==> config.mk <==
export PLATFORM = sky130hd
export DESIGN_NAME = mrb_mode_regs
export DESIGN_NICKNAME = d
export VERILOG_FILES = /design/src/verilog/mrb_pkg.sv /design/src/verilog/mrb_fifo.sv /design/src/verilog/mrb_mode_regs.sv
export SDC_FILE = /design/constraint.sdc
export NUM_CORES = 1
export LEC_CHECK = 0
export ABC_AREA = 0
export BUFFER_PORTS_ARGS = -buffer_cell sky130_fd_sc_hd__buf_2
export CORE_AREA = 2 2 180 165
export CTS_CLUSTER_DIAMETER = 40
export DETAILED_ROUTE_END_ITERATION = 16
export DIE_AREA = 0 0 182 167
export PLACE_DENSITY = 0.59
export SLEW_MARGIN = 20
export SYNTH_ARGS = -nofsm -noshare
export SYNTH_HDL_FRONTEND = slang
export SYNTH_HIERARCHICAL = 1
export SYNTH_SLANG_ARGS = --single-unit
export TNS_END_PERCENT = 50
==> constraint.sdc <==
create_clock -name clk_in -period 3.5 [get_ports clk_in]
set_input_delay 0.35 -clock clk_in [delete_from_list [all_inputs] [get_ports clk_in]]
set_output_delay 0.35 -clock clk_in [all_outputs]
set_load 0.01 [all_outputs]
==> src/verilog/mrb_pkg.sv <==
// Purpose: Shared constants and types for the mode register block
// Assumes: Single clock, synchronous reset
// Notes: Field positions follow the mode register bit layout
package mrb_pkg;
	// ***************************
	// Widths
	// ***************************
	localparam int DQ_W = 8; // Data lane width
	localparam int COL_W = 3; // Low column bits in a burst
	localparam int MR0_W = 13; // Stored bits of register zero
	localparam int MR1_W = 18; // Stored bits of register one
	localparam int SEL_W = 3; // Bank select on a set command
	localparam int LAT_W = 5; // Latency counters
	localparam int LOCK_W = 10; // Lock counter
	// ***************************
	// Register select and fields
	// ***************************
	localparam logic [SEL_W-1:0] SEL_MR0 = 3'h0;
	localparam logic [SEL_W-1:0] SEL_MR1 = 3'h1;
	localparam int BL_HI = 1; // Burst length field
	localparam int BL_LO = 0;
	localparam int CL_LOW_B = 2; // Latency extension bit
	localparam int BT_B = 3; // Burst type
	localparam int CL_HI = 6; // Latency field
	localparam int CL_LO = 4;
	localparam int DLLRST_B = 8; // Self-clearing DLL reset
	localparam int WR_HI = 11; // Write recovery field
	localparam int WR_LO = 9;
	localparam int PD_B = 12; // Power-down DLL option
	localparam int DLL_DIS_B = 0; // One disables the DLL
	localparam int WLVL_B = 7; // Write leveling
	localparam int QOFF_B = 12; // Output disable
	localparam int NIB_B = 2; // Nibble select column bit
	localparam logic [MR0_W-1:0] MR0_RST = 13'h0000;
	localparam logic [MR1_W-1:0] MR1_RST = 18'h00000;
	localparam logic [1:0] BL_OTF = 2'h1;
	localparam logic [1:0] BL_FIX4 = 2'h2;
	// ***************************
	// Latency and timing
	// ***************************
	localparam logic [LAT_W-1:0] CL_BASE_LO = 5'h04;
	localparam logic [LAT_W-1:0] CL_BASE_HI = 5'h0C;
	localparam logic [LAT_W-1:0] CL_DLL_OFF = 5'h06;
	localparam logic [LAT_W-1:0] LAT_LEAD = 5'h02; // Issue plus output stage
	localparam int DLL_LOCK_CYCLES = 512;
	localparam logic [LOCK_W-1:0] DLL_LOCK_CNT = LOCK_W'(DLL_LOCK_CYCLES);
	// Write recovery per code, code zero is sixteen
	localparam logic [4:0] WR_TBL [8] = '{5'h10, 5'h05, 5'h06, 5'h07,
		5'h08, 5'h0A, 5'h0C, 5'h0E};
	localparam logic [COL_W-1:0] CHOP_BEAT = 3'h4; // First hidden beat
	localparam logic [COL_W-1:0] LAST_BEAT = 3'h7;
	localparam logic [COL_W:0] BEATS_FULL = 4'h8;
	localparam logic [COL_W:0] BEATS_CHOP = 4'h4;
	// ***************************
	// Types
	// ***************************
	typedef enum {RD_IDLE, RD_WAIT, RD_BURST} mrb_rd_st_t;
	typedef struct packed {
		logic [SEL_W-1:0] sel; // Target register
		logic [MR1_W-1:0] val; // Address bits
	} mrb_mrs_t;
	typedef struct packed {
		logic wr; // One for write
		logic a12; // Chop select on the fly
		logic [COL_W-1:0] col; // Starting column
	} mrb_cmd_t;
	typedef struct packed {
		logic [COL_W-1:0] col;
		logic [DQ_W-1:0] dat;
	} mrb_wbeat_t;
endpackage

==> src/verilog/mrb_fifo.sv <==
// Purpose: Flop-based FIFO for write beats
// Assumes: DEPTH is a power of two
// Notes: Ready low when full, valid low when empty
module mrb_fifo import mrb_pkg::*; #(
	parameter int W = 11,
	parameter int DEPTH = 16
) (
	input wire logic clk_in,
	input wire logic srst_in,
	input wire logic [W-1:0] in_data_in,
	input wire logic in_valid_in,
	output logic in_ready_out,
	output logic [W-1:0] out_data_out,
	output logic out_valid_out,
	input wire logic out_ready_in
);
	localparam int AW = $clog2(DEPTH);
	logic [W-1:0] mem_reg [DEPTH]; // Storage
	logic [AW-1:0] wptr_reg; // Write index
	logic [AW-1:0] rptr_reg; // Read index
	logic [AW:0] cnt_reg; // Fill level
	logic push;
	logic pop;
	assign in_ready_out = (cnt_reg != (AW+1)'(DEPTH));
	assign out_valid_out = (cnt_reg != '0);
	assign out_data_out = mem_reg[rptr_reg];
	assign push = in_valid_in && in_ready_out;
	assign pop = out_valid_out && out_ready_in;
	// Storage needs no reset
	always_ff @(posedge clk_in) begin
		if (push) begin
			mem_reg[wptr_reg] <= in_data_in;
		end
	end
	// Pointers and level
	always_ff @(posedge clk_in) begin
		if (srst_in) begin
			wptr_reg <= '0;
			rptr_reg <= '0;
			cnt_reg <= '0;
		end else begin
			if (push) begin
				wptr_reg <= wptr_reg + 1'b1;
			end
			if (pop) begin
				rptr_reg <= rptr_reg + 1'b1;
			end
			if (push && !pop) begin
				cnt_reg <= cnt_reg + 1'b1;
			end else if (pop && !push) begin
				cnt_reg <= cnt_reg - 1'b1;
			end
		end
	end
endmodule

==> src/verilog/mrb_mode_regs.sv <==
// Purpose: Mode registers zero and one, burst order, DLL control
// Assumes: Commands come from controller logic on clk_in
// Notes: Self refresh and power-down levels arrive from pins
//*******************************
// Mode register block
//*******************************
// What this block and its controller do
// RULE_01 - Burst type bit picks sequential or interleaved
// RULE_02 - Sequential read rotates within nibble, then other
// RULE_03 - Interleaved read column is start XOR beat
// RULE_04 - Chopped read drives four, tri-states four
// RULE_05 - Chopped write: bit two picks nibble, ascending
// RULE_06 - Eight-beat write always ascending zero to seven
// RULE_07 - Chop and full bursts start together
// RULE_08 - DLL reset bit starts reset, self-clears
// RULE_09 - Controller waits 512 clocks before reads
// RULE_10 - Write recovery field selects 5 to 16
// RULE_11 - Controller rounds write recovery cycles up
// RULE_12 - Option zero stops DLL in power-down
// RULE_13 - Option one keeps DLL running in power-down
// RULE_14 - Latency field selects whole clocks 5 to 14
// RULE_15 - First read data at edge n plus latency
// RULE_16 - Controller loads register one when idle
// RULE_17 - Register one holds until rewrite or reset
// RULE_18 - Controller zeroes reserved register one bits
// RULE_19 - Leveling termination set depends on output-off
// RULE_20 - Bit zero enables DLL, then reset
// RULE_21 - Self refresh stops and restarts enabled DLL
// RULE_22 - DLL off: no termination, latency six
// RULE_23 - On-the-fly length: A12 low means chop
// RULE_24 - Controller zeroes reserved register zero bits
module mrb_mode_regs import mrb_pkg::*; #(
	parameter int FIFO_DEPTH = 16
) (
	input wire logic clk_in,
	input wire logic srst_in,
	input wire logic mrs_valid_in,
	input wire mrb_mrs_t mrs_in,
	input wire logic cmd_valid_in,
	input wire mrb_cmd_t cmd_in,
	output logic cmd_ready_out,
	input wire logic sref_in,
	input wire logic pdn_in,
	output logic rd_req_out,
	output logic [COL_W-1:0] rd_col_out,
	input wire logic [DQ_W-1:0] array_rdata_in,
	output logic [DQ_W-1:0] dq_out,
	output logic dq_oe_n_out,
	output logic dqs_out,
	input wire logic wbeat_valid_in,
	input wire logic [DQ_W-1:0] dq_in,
	output logic wbeat_ready_out,
	output logic array_wr_valid_out,
	output mrb_wbeat_t array_wr_out,
	input wire logic array_wr_ready_in,
	output logic [LAT_W-1:0] read_latency_out,
	output logic [4:0] wr_recovery_out,
	output logic dll_on_out,
	output logic dll_locked_out,
	output logic slow_pd_exit_out,
	output logic odt_allow_out,
	output logic rtt_all_out,
	output logic rtt_wr_only_out,
	output logic [MR0_W-1:0] mode_zero_out,
	output logic [MR1_W-1:0] mode_one_out
);
	//*******************************
	// Pin synchronisers
	//*******************************
	logic [1:0] sync1_reg; // First stage, feeds stage two only
	logic [1:0] sync2_reg; // Bit 1 self refresh, bit 0 power-down
	logic sref_d_reg; // Delayed copy for exit edge
	logic sref_s;
	logic pdn_s;
	// Two flops per pin level
	always_ff @(posedge clk_in) begin
		if (srst_in) begin
			sync1_reg <= '0;
			sync2_reg <= '0;
			sref_d_reg <= 1'b0;
		end else begin
			sync1_reg <= {sref_in, pdn_in};
			sync2_reg <= sync1_reg;
			sref_d_reg <= sync2_reg[1];
		end
	end
	assign sref_s = sync2_reg[1];
	assign pdn_s = sync2_reg[0];

	//*******************************
	// Mode registers
	//*******************************
	logic [MR0_W-1:0] mr0_reg; // Register zero
	logic [MR1_W-1:0] mr1_reg; // Register one
	logic mr0_wr;
	logic mr1_wr;
	assign mr0_wr = mrs_valid_in && (mrs_in.sel == SEL_MR0);
	assign mr1_wr = mrs_valid_in && (mrs_in.sel == SEL_MR1);
	// Register zero; reserved high bits are dropped
	always_ff @(posedge clk_in) begin
		if (srst_in) begin
			mr0_reg <= MR0_RST;
		end else if (mr0_wr) begin
			// A new write wins over the self-clear
			mr0_reg <= mrs_in.val[MR0_W-1:0];
		end else begin
			mr0_reg[DLLRST_B] <= 1'b0; // RULE_08
		end
	end
	// Register one, kept until rewrite or reset
	always_ff @(posedge clk_in) begin
		if (srst_in) begin
			mr1_reg <= MR1_RST;
		end else if (mr1_wr) begin
			mr1_reg <= mrs_in.val; // RULE_17
		end
	end
	assign mode_zero_out = mr0_reg;
	assign mode_one_out = mr1_reg;

	//*******************************
	// Mode decodes
	//*******************************
	logic dll_en; // DLL enabled by register one
	logic dll_run; // DLL actually running
	logic chop_now; // Chop for the command on offer
	logic [LAT_W-1:0] cl_raw;
	logic [LAT_W-1:0] cl_eff;
	logic [LAT_W-1:0] cl_field;
	assign dll_en = !mr1_reg[DLL_DIS_B]; // RULE_20
	// Option bit decides DLL in power-down
	assign dll_run = dll_en && !sref_s && !(pdn_s && !mr0_reg[PD_B]); // RULE_12 RULE_13
	assign cl_field = LAT_W'(mr0_reg[CL_HI:CL_LO]);
	// Whole clocks only; extension bit reaches twelve up
	assign cl_raw = mr0_reg[CL_LOW_B] ? CL_BASE_HI + cl_field : CL_BASE_LO + cl_field; // RULE_14
	assign cl_eff = dll_en ? cl_raw : CL_DLL_OFF; // RULE_22
	// Fixed four, or on-the-fly with A12 low
	assign chop_now = (mr0_reg[BL_HI:BL_LO] == BL_FIX4) ||
		((mr0_reg[BL_HI:BL_LO] == BL_OTF) && !cmd_in.a12); // RULE_23
	assign read_latency_out = cl_eff;
	assign wr_recovery_out = WR_TBL[mr0_reg[WR_HI:WR_LO]]; // RULE_10
	assign slow_pd_exit_out = !mr0_reg[PD_B]; // RULE_12
	// No termination with DLL off or in self refresh
	assign odt_allow_out = dll_en && !sref_s; // RULE_22
	assign rtt_all_out = mr1_reg[WLVL_B] && mr1_reg[QOFF_B]; // RULE_19
	assign rtt_wr_only_out = mr1_reg[WLVL_B] && !mr1_reg[QOFF_B]; // RULE_19
	assign dll_on_out = dll_run;

	//*******************************
	// DLL lock tracking
	//*******************************
	logic [LOCK_W-1:0] lock_cnt_reg; // Cycles left to lock
	logic count_en_reg; // Lock count running
	logic dll_rst_go;
	// Register reset, or self refresh exit with DLL enabled
	assign dll_rst_go = (mr0_wr && mrs_in.val[DLLRST_B]) ||
		(sref_d_reg && !sref_s && dll_en); // RULE_08 RULE_21
	// Disabling forces a fresh reset before lock
	always_ff @(posedge clk_in) begin
		if (srst_in) begin
			lock_cnt_reg <= DLL_LOCK_CNT;
			count_en_reg <= 1'b0;
		end else if (mr1_wr && mrs_in.val[DLL_DIS_B]) begin
			lock_cnt_reg <= DLL_LOCK_CNT; // RULE_20
			count_en_reg <= 1'b0;
		end else if (dll_rst_go) begin
			lock_cnt_reg <= DLL_LOCK_CNT;
			count_en_reg <= 1'b1;
		end else if (count_en_reg) begin
			if (lock_cnt_reg == '0) begin
				count_en_reg <= 1'b0;
			end else begin
				lock_cnt_reg <= lock_cnt_reg - 1'b1;
			end
		end
	end
	// Advisory only; reads are not refused here
	assign dll_locked_out = dll_run && !count_en_reg && (lock_cnt_reg == '0);

	//*******************************
	// Read burst sequencer
	//*******************************
	mrb_rd_st_t rd_st_reg; // Sequencer state
	logic [LAT_W-1:0] lat_cnt_reg; // Wait before first issue
	logic [LAT_W-1:0] lat_reg; // Latency of this read
	logic [LAT_W-1:0] age_reg; // Cycles since the read
	logic [COL_W-1:0] start_reg; // Starting column
	logic [COL_W-1:0] beat_reg; // Next beat slot
	logic [COL_W-1:0] iss_beat_reg; // Beat slot just issued
	logic [COL_W-1:0] rd_col_reg;
	logic ilv_reg; // Interleaved order
	logic chop_reg; // Four-beat chop
	logic rd_req_reg;
	logic wr_act_reg; // Write burst open
	logic rd_go;
	logic wr_go;
	logic rd_issue;
	logic rd_drv;
	// Column of a beat within the eight-word block
	function automatic logic [COL_W-1:0] burst_col(input logic [COL_W-1:0] s,
		input logic [COL_W-1:0] b, input logic il);
		logic [COL_W-1:0] c;
		c = s ^ b; // RULE_03
		if (!il) begin
			c[NIB_B-1:0] = s[NIB_B-1:0] + b[NIB_B-1:0]; // RULE_02
		end
		return c;
	endfunction
	// One burst at a time, read or write
	assign cmd_ready_out = (rd_st_reg == RD_IDLE) && !wr_act_reg;
	assign rd_go = cmd_valid_in && cmd_ready_out && !cmd_in.wr;
	assign wr_go = cmd_valid_in && cmd_ready_out && cmd_in.wr;
	assign rd_issue = ((rd_st_reg == RD_WAIT) && (lat_cnt_reg == '0)) || (rd_st_reg == RD_BURST);
	// Chop tail and output-off leave drivers off
	assign rd_drv = rd_issue && !(chop_reg && (beat_reg >= CHOP_BEAT)) && !mr1_reg[QOFF_B]; // RULE_04
	// Same wait for chop and full bursts
	always_ff @(posedge clk_in) begin
		if (srst_in) begin
			rd_st_reg <= RD_IDLE;
			lat_cnt_reg <= '0;
			lat_reg <= '0;
			start_reg <= '0;
			beat_reg <= '0;
			ilv_reg <= 1'b0;
			chop_reg <= 1'b0;
		end else begin
			case (rd_st_reg)
				RD_IDLE: begin
					if (rd_go) begin
						rd_st_reg <= RD_WAIT;
						lat_cnt_reg <= cl_eff - LAT_LEAD; // RULE_07 RULE_15
						lat_reg <= cl_eff;
						start_reg <= cmd_in.col;
						ilv_reg <= mr0_reg[BT_B]; // RULE_01
						chop_reg <= chop_now;
						beat_reg <= '0;
					end
				end
				RD_WAIT: begin
					if (lat_cnt_reg == '0) begin
						rd_st_reg <= RD_BURST;
						beat_reg <= beat_reg + 1'b1;
					end else begin
						lat_cnt_reg <= lat_cnt_reg - 1'b1;
					end
				end
				RD_BURST: begin
					// All eight slots run, even when chopped
					beat_reg <= beat_reg + 1'b1;
					if (beat_reg == LAST_BEAT) begin
						rd_st_reg <= RD_IDLE; // RULE_04
					end
				end
				default: begin
					rd_st_reg <= RD_IDLE;
				end
			endcase
		end
	end
	// Array request stage
	always_ff @(posedge clk_in) begin
		if (srst_in) begin
			rd_req_reg <= 1'b0;
			rd_col_reg <= '0;
			iss_beat_reg <= '0;
		end else begin
			rd_req_reg <= rd_drv;
			iss_beat_reg <= beat_reg;
			if (rd_issue) begin
				rd_col_reg <= burst_col(start_reg, beat_reg, ilv_reg); // RULE_02 RULE_03
			end
		end
	end
	assign rd_req_out = rd_req_reg;
	assign rd_col_out = rd_col_reg;
	// Pin stage: data one clock after request
	logic [DQ_W-1:0] dq_reg;
	logic dq_oe_n_reg;
	logic dqs_reg;
	always_ff @(posedge clk_in) begin
		if (srst_in) begin
			dq_reg <= '0;
			dq_oe_n_reg <= 1'b1;
			dqs_reg <= 1'b0;
		end else begin
			dq_oe_n_reg <= !rd_req_reg; // RULE_04
			if (rd_req_reg) begin
				dq_reg <= array_rdata_in;
				dqs_reg <= !dqs_reg;
			end
		end
	end
	assign dq_out = dq_reg;
	assign dq_oe_n_out = dq_oe_n_reg;
	assign dqs_out = dqs_reg;
	// Age counter, saturating
	always_ff @(posedge clk_in) begin
		if (srst_in || rd_go) begin
			age_reg <= '0;
		end else if (age_reg != '1) begin
			age_reg <= age_reg + 1'b1;
		end
	end

	//*******************************
	// Write burst path
	//*******************************
	logic [COL_W-1:0] wbase_reg; // Block base column
	logic [COL_W:0] wlim_reg; // Beats kept
	logic [COL_W:0] wcnt_reg; // Beat slots seen
	logic w_keep;
	logic w_push;
	logic f_in_ready;
	mrb_wbeat_t w_word;
	assign w_keep = wcnt_reg < wlim_reg; // RULE_05
	assign w_push = wr_act_reg && wbeat_valid_in && w_keep;
	// Ignored slots never wait on the FIFO
	assign wbeat_ready_out = wr_act_reg && (!w_keep || f_in_ready);
	// Ascending from the block base, whatever the type
	assign w_word = '{col: wbase_reg + wcnt_reg[COL_W-1:0], dat: dq_in}; // RULE_06
	always_ff @(posedge clk_in) begin
		if (srst_in) begin
			wr_act_reg <= 1'b0;
			wbase_reg <= '0;
			wlim_reg <= '0;
			wcnt_reg <= '0;
		end else if (wr_go) begin
			wr_act_reg <= 1'b1;
			wcnt_reg <= '0;
			if (chop_now) begin
				wbase_reg <= cmd_in.col & CHOP_BEAT; // RULE_05
				wlim_reg <= BEATS_CHOP;
			end else begin
				wbase_reg <= '0; // RULE_06
				wlim_reg <= BEATS_FULL;
			end
		end else if (wbeat_valid_in && wbeat_ready_out) begin
			wcnt_reg <= wcnt_reg + 1'b1;
			if (wcnt_reg[COL_W-1:0] == LAST_BEAT) begin
				wr_act_reg <= 1'b0; // RULE_07
			end
		end
	end
	mrb_fifo #(
		.W($bits(mrb_wbeat_t)),
		.DEPTH(FIFO_DEPTH)
	) u_wfifo (
		.clk_in(clk_in),
		.srst_in(srst_in),
		.in_data_in(w_word),
		.in_valid_in(w_push),
		.in_ready_out(f_in_ready),
		.out_data_out(array_wr_out),
		.out_valid_out(array_wr_valid_out),
		.out_ready_in(array_wr_ready_in)
	);
endmodule

==> results.txt <==
At the worst endpoint, the required time is 3.90 ns. The min-delay analysis places its worst path in the category primary input to flip-flop. The number of nets in the synthesized netlist is 893. At the pin with the least slew margin, the transition time is 1.04 ns. The critical path starts at wlim_reg[3]$_SDFFE_PP0P_. Cells with a size suffix above 1 make up 27.7% of the layout. No sink is reached through more buffers than the 3 on the longest clock path. The initial utilization of the core area, before any placement, comes to 39.5%.

Entering global routing, the biggest net connects 54 pins. The total detailed-routing wirelength is 23800 um, and the worst slew margin relative to its limit is 30.2%. The core box area is 0.0285 mm^2, and the initial antenna violation count is 2. In the layout the commonest cells are sky130_fd_sc_hd__edfxtp_1, sky130_fd_sc_hd__buf_2, sky130_fd_sc_hd__nand2_1. TritonCTS created 39 clock buffers. The final routed wire length divided by cell count was 17.5 um. Synthesis instantiated 63 different standard cells from the library. For the number of global-route vias before repair, the log shows 7005. STA classifies the critical path startpoint as a flip-flop. After synthesis, the cell types taking the most area are sky130_fd_sc_hd__edfxtp_1, sky130_fd_sc_hd__dfxtp_1, sky130_fd_sc_hd__mux4_2, sky130_fd_sc_hd__nand2_1, sky130_fd_sc_hd__ha_1. The HPWL after detailed placement is 15400 um.

For the worst setup path, the data arrival time is 3.52 ns. After synthesis, the mean cell area works out to 13.8 um^2. The run finished with clean final reports. The die covers 0.0304 mm^2. The area share of the largest cell type after synthesis is 46.9%.

The count of nets left with antenna violations once routing finished came out at 0. The worst-path maximum fanout is 8, and the post-synthesis instance total is 818. The congestion estimate from routability-driven global placement came to 0.809. The leakage power figure is 0.00499 uW, and the overall die width is 182 um. The share of the cycle needed by the critical path after routing works out to 89.1%. The count of nets after finishing is 1035, and the flip-flop count of the largest register after layout is 176. The synthesized design contains 277 register bits.

The minimum period implied by the final worst setup slack was 3.12 ns. The global-route congestion overflow total was 0; the fraction of registers with async set/reset was 0%. Hold repair after CTS inserted 0 buffers.

After synthesis, flip-flops and latches occupy 64.9% of the total area. On the critical path, the stage with the largest delay is an instance of sky130_fd_sc_hd__a211oi_1. Together, buffers and inverters on the worst path number 3. Cell family with the largest share of critical-path delay: compound AO/OA/AOI/OAI gates. The synthesized design spends more area on one cell type than any other, namely sky130_fd_sc_hd__edfxtp_1. The area growth from synthesis to layout is 22.0%.

After filler insertion, the fill cell instance count of the layout stands at 2518. The vertical extent of the die works out to 167 um. The cell sitting at the root of the clock tree is a sky130_fd_sc_hd__clkbuf_16. The detailed-route via count was 6903; the number of resized instances in the post-cts repair step was 0. During placement, the flow inserted port buffers numbering 124. The power density over cell area was 690 mW/mm^2; the post-route clock skew was 0.0193 ns. For this run, the top clock speed supported by timing is 321 MHz. The overall fraction of global-route tracks in use is 15.8%. The boundary pin count is 125, and the hold violation total from the final report is 0. The predominant post-synthesis flop cell is sky130_fd_sc_hd__edfxtp_1. The startpoint identified for the worst hold timing path is pdn_in.

The routed via count divided by cell count works out to 5.09. Clock latency on the worst-skew pair, taken at its later pin, is 0.52 ns. For this run, the share of the core covered by cells in the final layout is 48.2%. The clock net in this run drives a total of 277 sinks.

The critical path goes through inv_1 > ha_1 > a211oi_1 > o21ai_4 > inv_2 > ha_1 > inv_1 > ha_1 > a21oi_1 > a211oi_1 > a31oi_1 > mux2_2. In this run the critical register-to-register path is launched from wlim_reg[3]$_SDFFE_PP0P_. The cell that appears most often on the critical path is sky130_fd_sc_hd__ha_1.

Before antenna repair, the detailed router went through 4 iterations. The H-tree generated during clock tree synthesis spans 2 levels. The number of failing setup endpoints in the final timing report is 0, and the delay of the slowest cell on the worst path is 0.52 ns. Number of enable-type register cells in the synthesized netlist: 176. Summing every instance area after synthesis gives 0.0113 mm^2. The worst setup path is of the flip-flop to flip-flop kind. After the first detailed-routing iteration, the DRC count stood at 406. The run gives 0 as the number of maximum-capacitance violations.

For the final routed database, the setup TNS stands at 0 ns. TritonCTS built the clock tree. Nature of the critical path endpoint: a flip-flop. Max-slew violation count: 0. Setup repair after global routing left no endpoint under its margin. The worst-case IR drop observed on VDD is 0.306 mV.

In the routed design, unresolved DRC markers number 0. The library cell used most frequently in the layout, excluding fill and tap cells, is sky130_fd_sc_hd__edfxtp_1. The first global-routing pass estimated 37900 um of wire. The clock-pin slew on the worst setup and hold paths works out to 0.06 ns. The tools report the number of standard-cell rows in the floorplan as 59. Once the clock tree was built, the setup fixing pass inserted 0 buffers. The design draws 9490 uW. The run gives 6 as the total number of yosys warnings.
==> where the power goes <==
| part | switching, uW | internal, uW |
|---|---|---|
| Clock | 1490 | 2550 |
| Sequential | 198 | 3600 |
| Combinational | 841 | 804 |
==> per-stage QoR <==
stage / cells / cell area (um^2) / hold WS (ns) / worst slack (ns)
6_report: 1356 / 13700 / 0.0319 / 0.382
5_1_grt: 1355 / 13700 / 0.0228 / 0.140
4_1_cts: 1355 / 13700 / 0.00228 / 0.369
3_5_place_dp: 1285 / 12400 / 0.434 / 0.385
3_3_place_gp: 1285 / 12400 / 0.419 / 0.492
2_1_floorplan: 818 / 11300 / 0.414 / 0.750
==> routing by layer <==
| metal | GRT usage [%] | up-vias | part of all wire (%) | wire length (um) |
|---|---|---|---|---|
| li1 | - | 3346 | - | - |
| met1 | 20.9 | 3351 | 44 | 10600 |
| met2 | 25.6 | 157 | 47 | 11200 |
| met3 | 3.96 | 47 | 6.0 | 1420 |
| met4 | 5.36 | 2 | 2.5 | 594 |
| met5 | 0 | - | 0.055 | 13 |
==> cell usage after synthesis, drive strengths merged (8+ instances only) <==
master	number
xnor2	9
inv	21
nor2	59
and2	11
a21oi	58
buf	15
ha	24
nand2b	8
a22oi	24
nor2b	18
dfxtp	101
mux2i	18
mux4	44
a211oi	8
nand2	101
nand3	8
clkbuf	24
o21ai	10
edfxtp	176
==> path summary, 6_finish.rpt <==
| path | endpoint | slack [ns] | cells past startpoint |
|---|---|---|---|
| hold reg to reg | sync2_reg[1]$_SDFF_PP0_ | 0.45 | 1 |
| setup reg to reg | u_wfifo/cnt_reg[4]$_SDFFE_PP0P_ | 0.38 | 12 |
| setup / recovery | u_wfifo/cnt_reg[4]$_SDFFE_PP0P_ | 0.38 | 12 |
| hold / removal | sync1_reg[0]$_SDFF_PP0_ | 0.03 | 2 |
==> area by class of cell <==
type / count / area (um^2) / area share, %
tap: 366 / 458 / 3.33
timing repair buffer: 140 / 766 / 5.57
clock buffer: 45 / 1040 / 7.58
multi-input combinational: 480 / 3750 / 27.3
clock inverter: 25 / 328 / 2.39
sequential: 277 / 7310 / 53.2
inverter: 22 / 82.6 / 0.601
antenna: 1 / 2.50 / 0.0182
==> logic make-up after synthesis <==
kind of cell / Yosys count / synth area share [%]
xor gates and xnor gates: 16 / 1.24
adders and majority gates: 25 / 2.84
buffers and inverters: 61 / 2.24
AOI/OAI and AO/OA: 124 / 7.25
and+or+nand+nor: 251 / 10.9
DFF: 277 / 64.9
muxes: 64 / 10.6
Power figures use the tool's default switching activity.
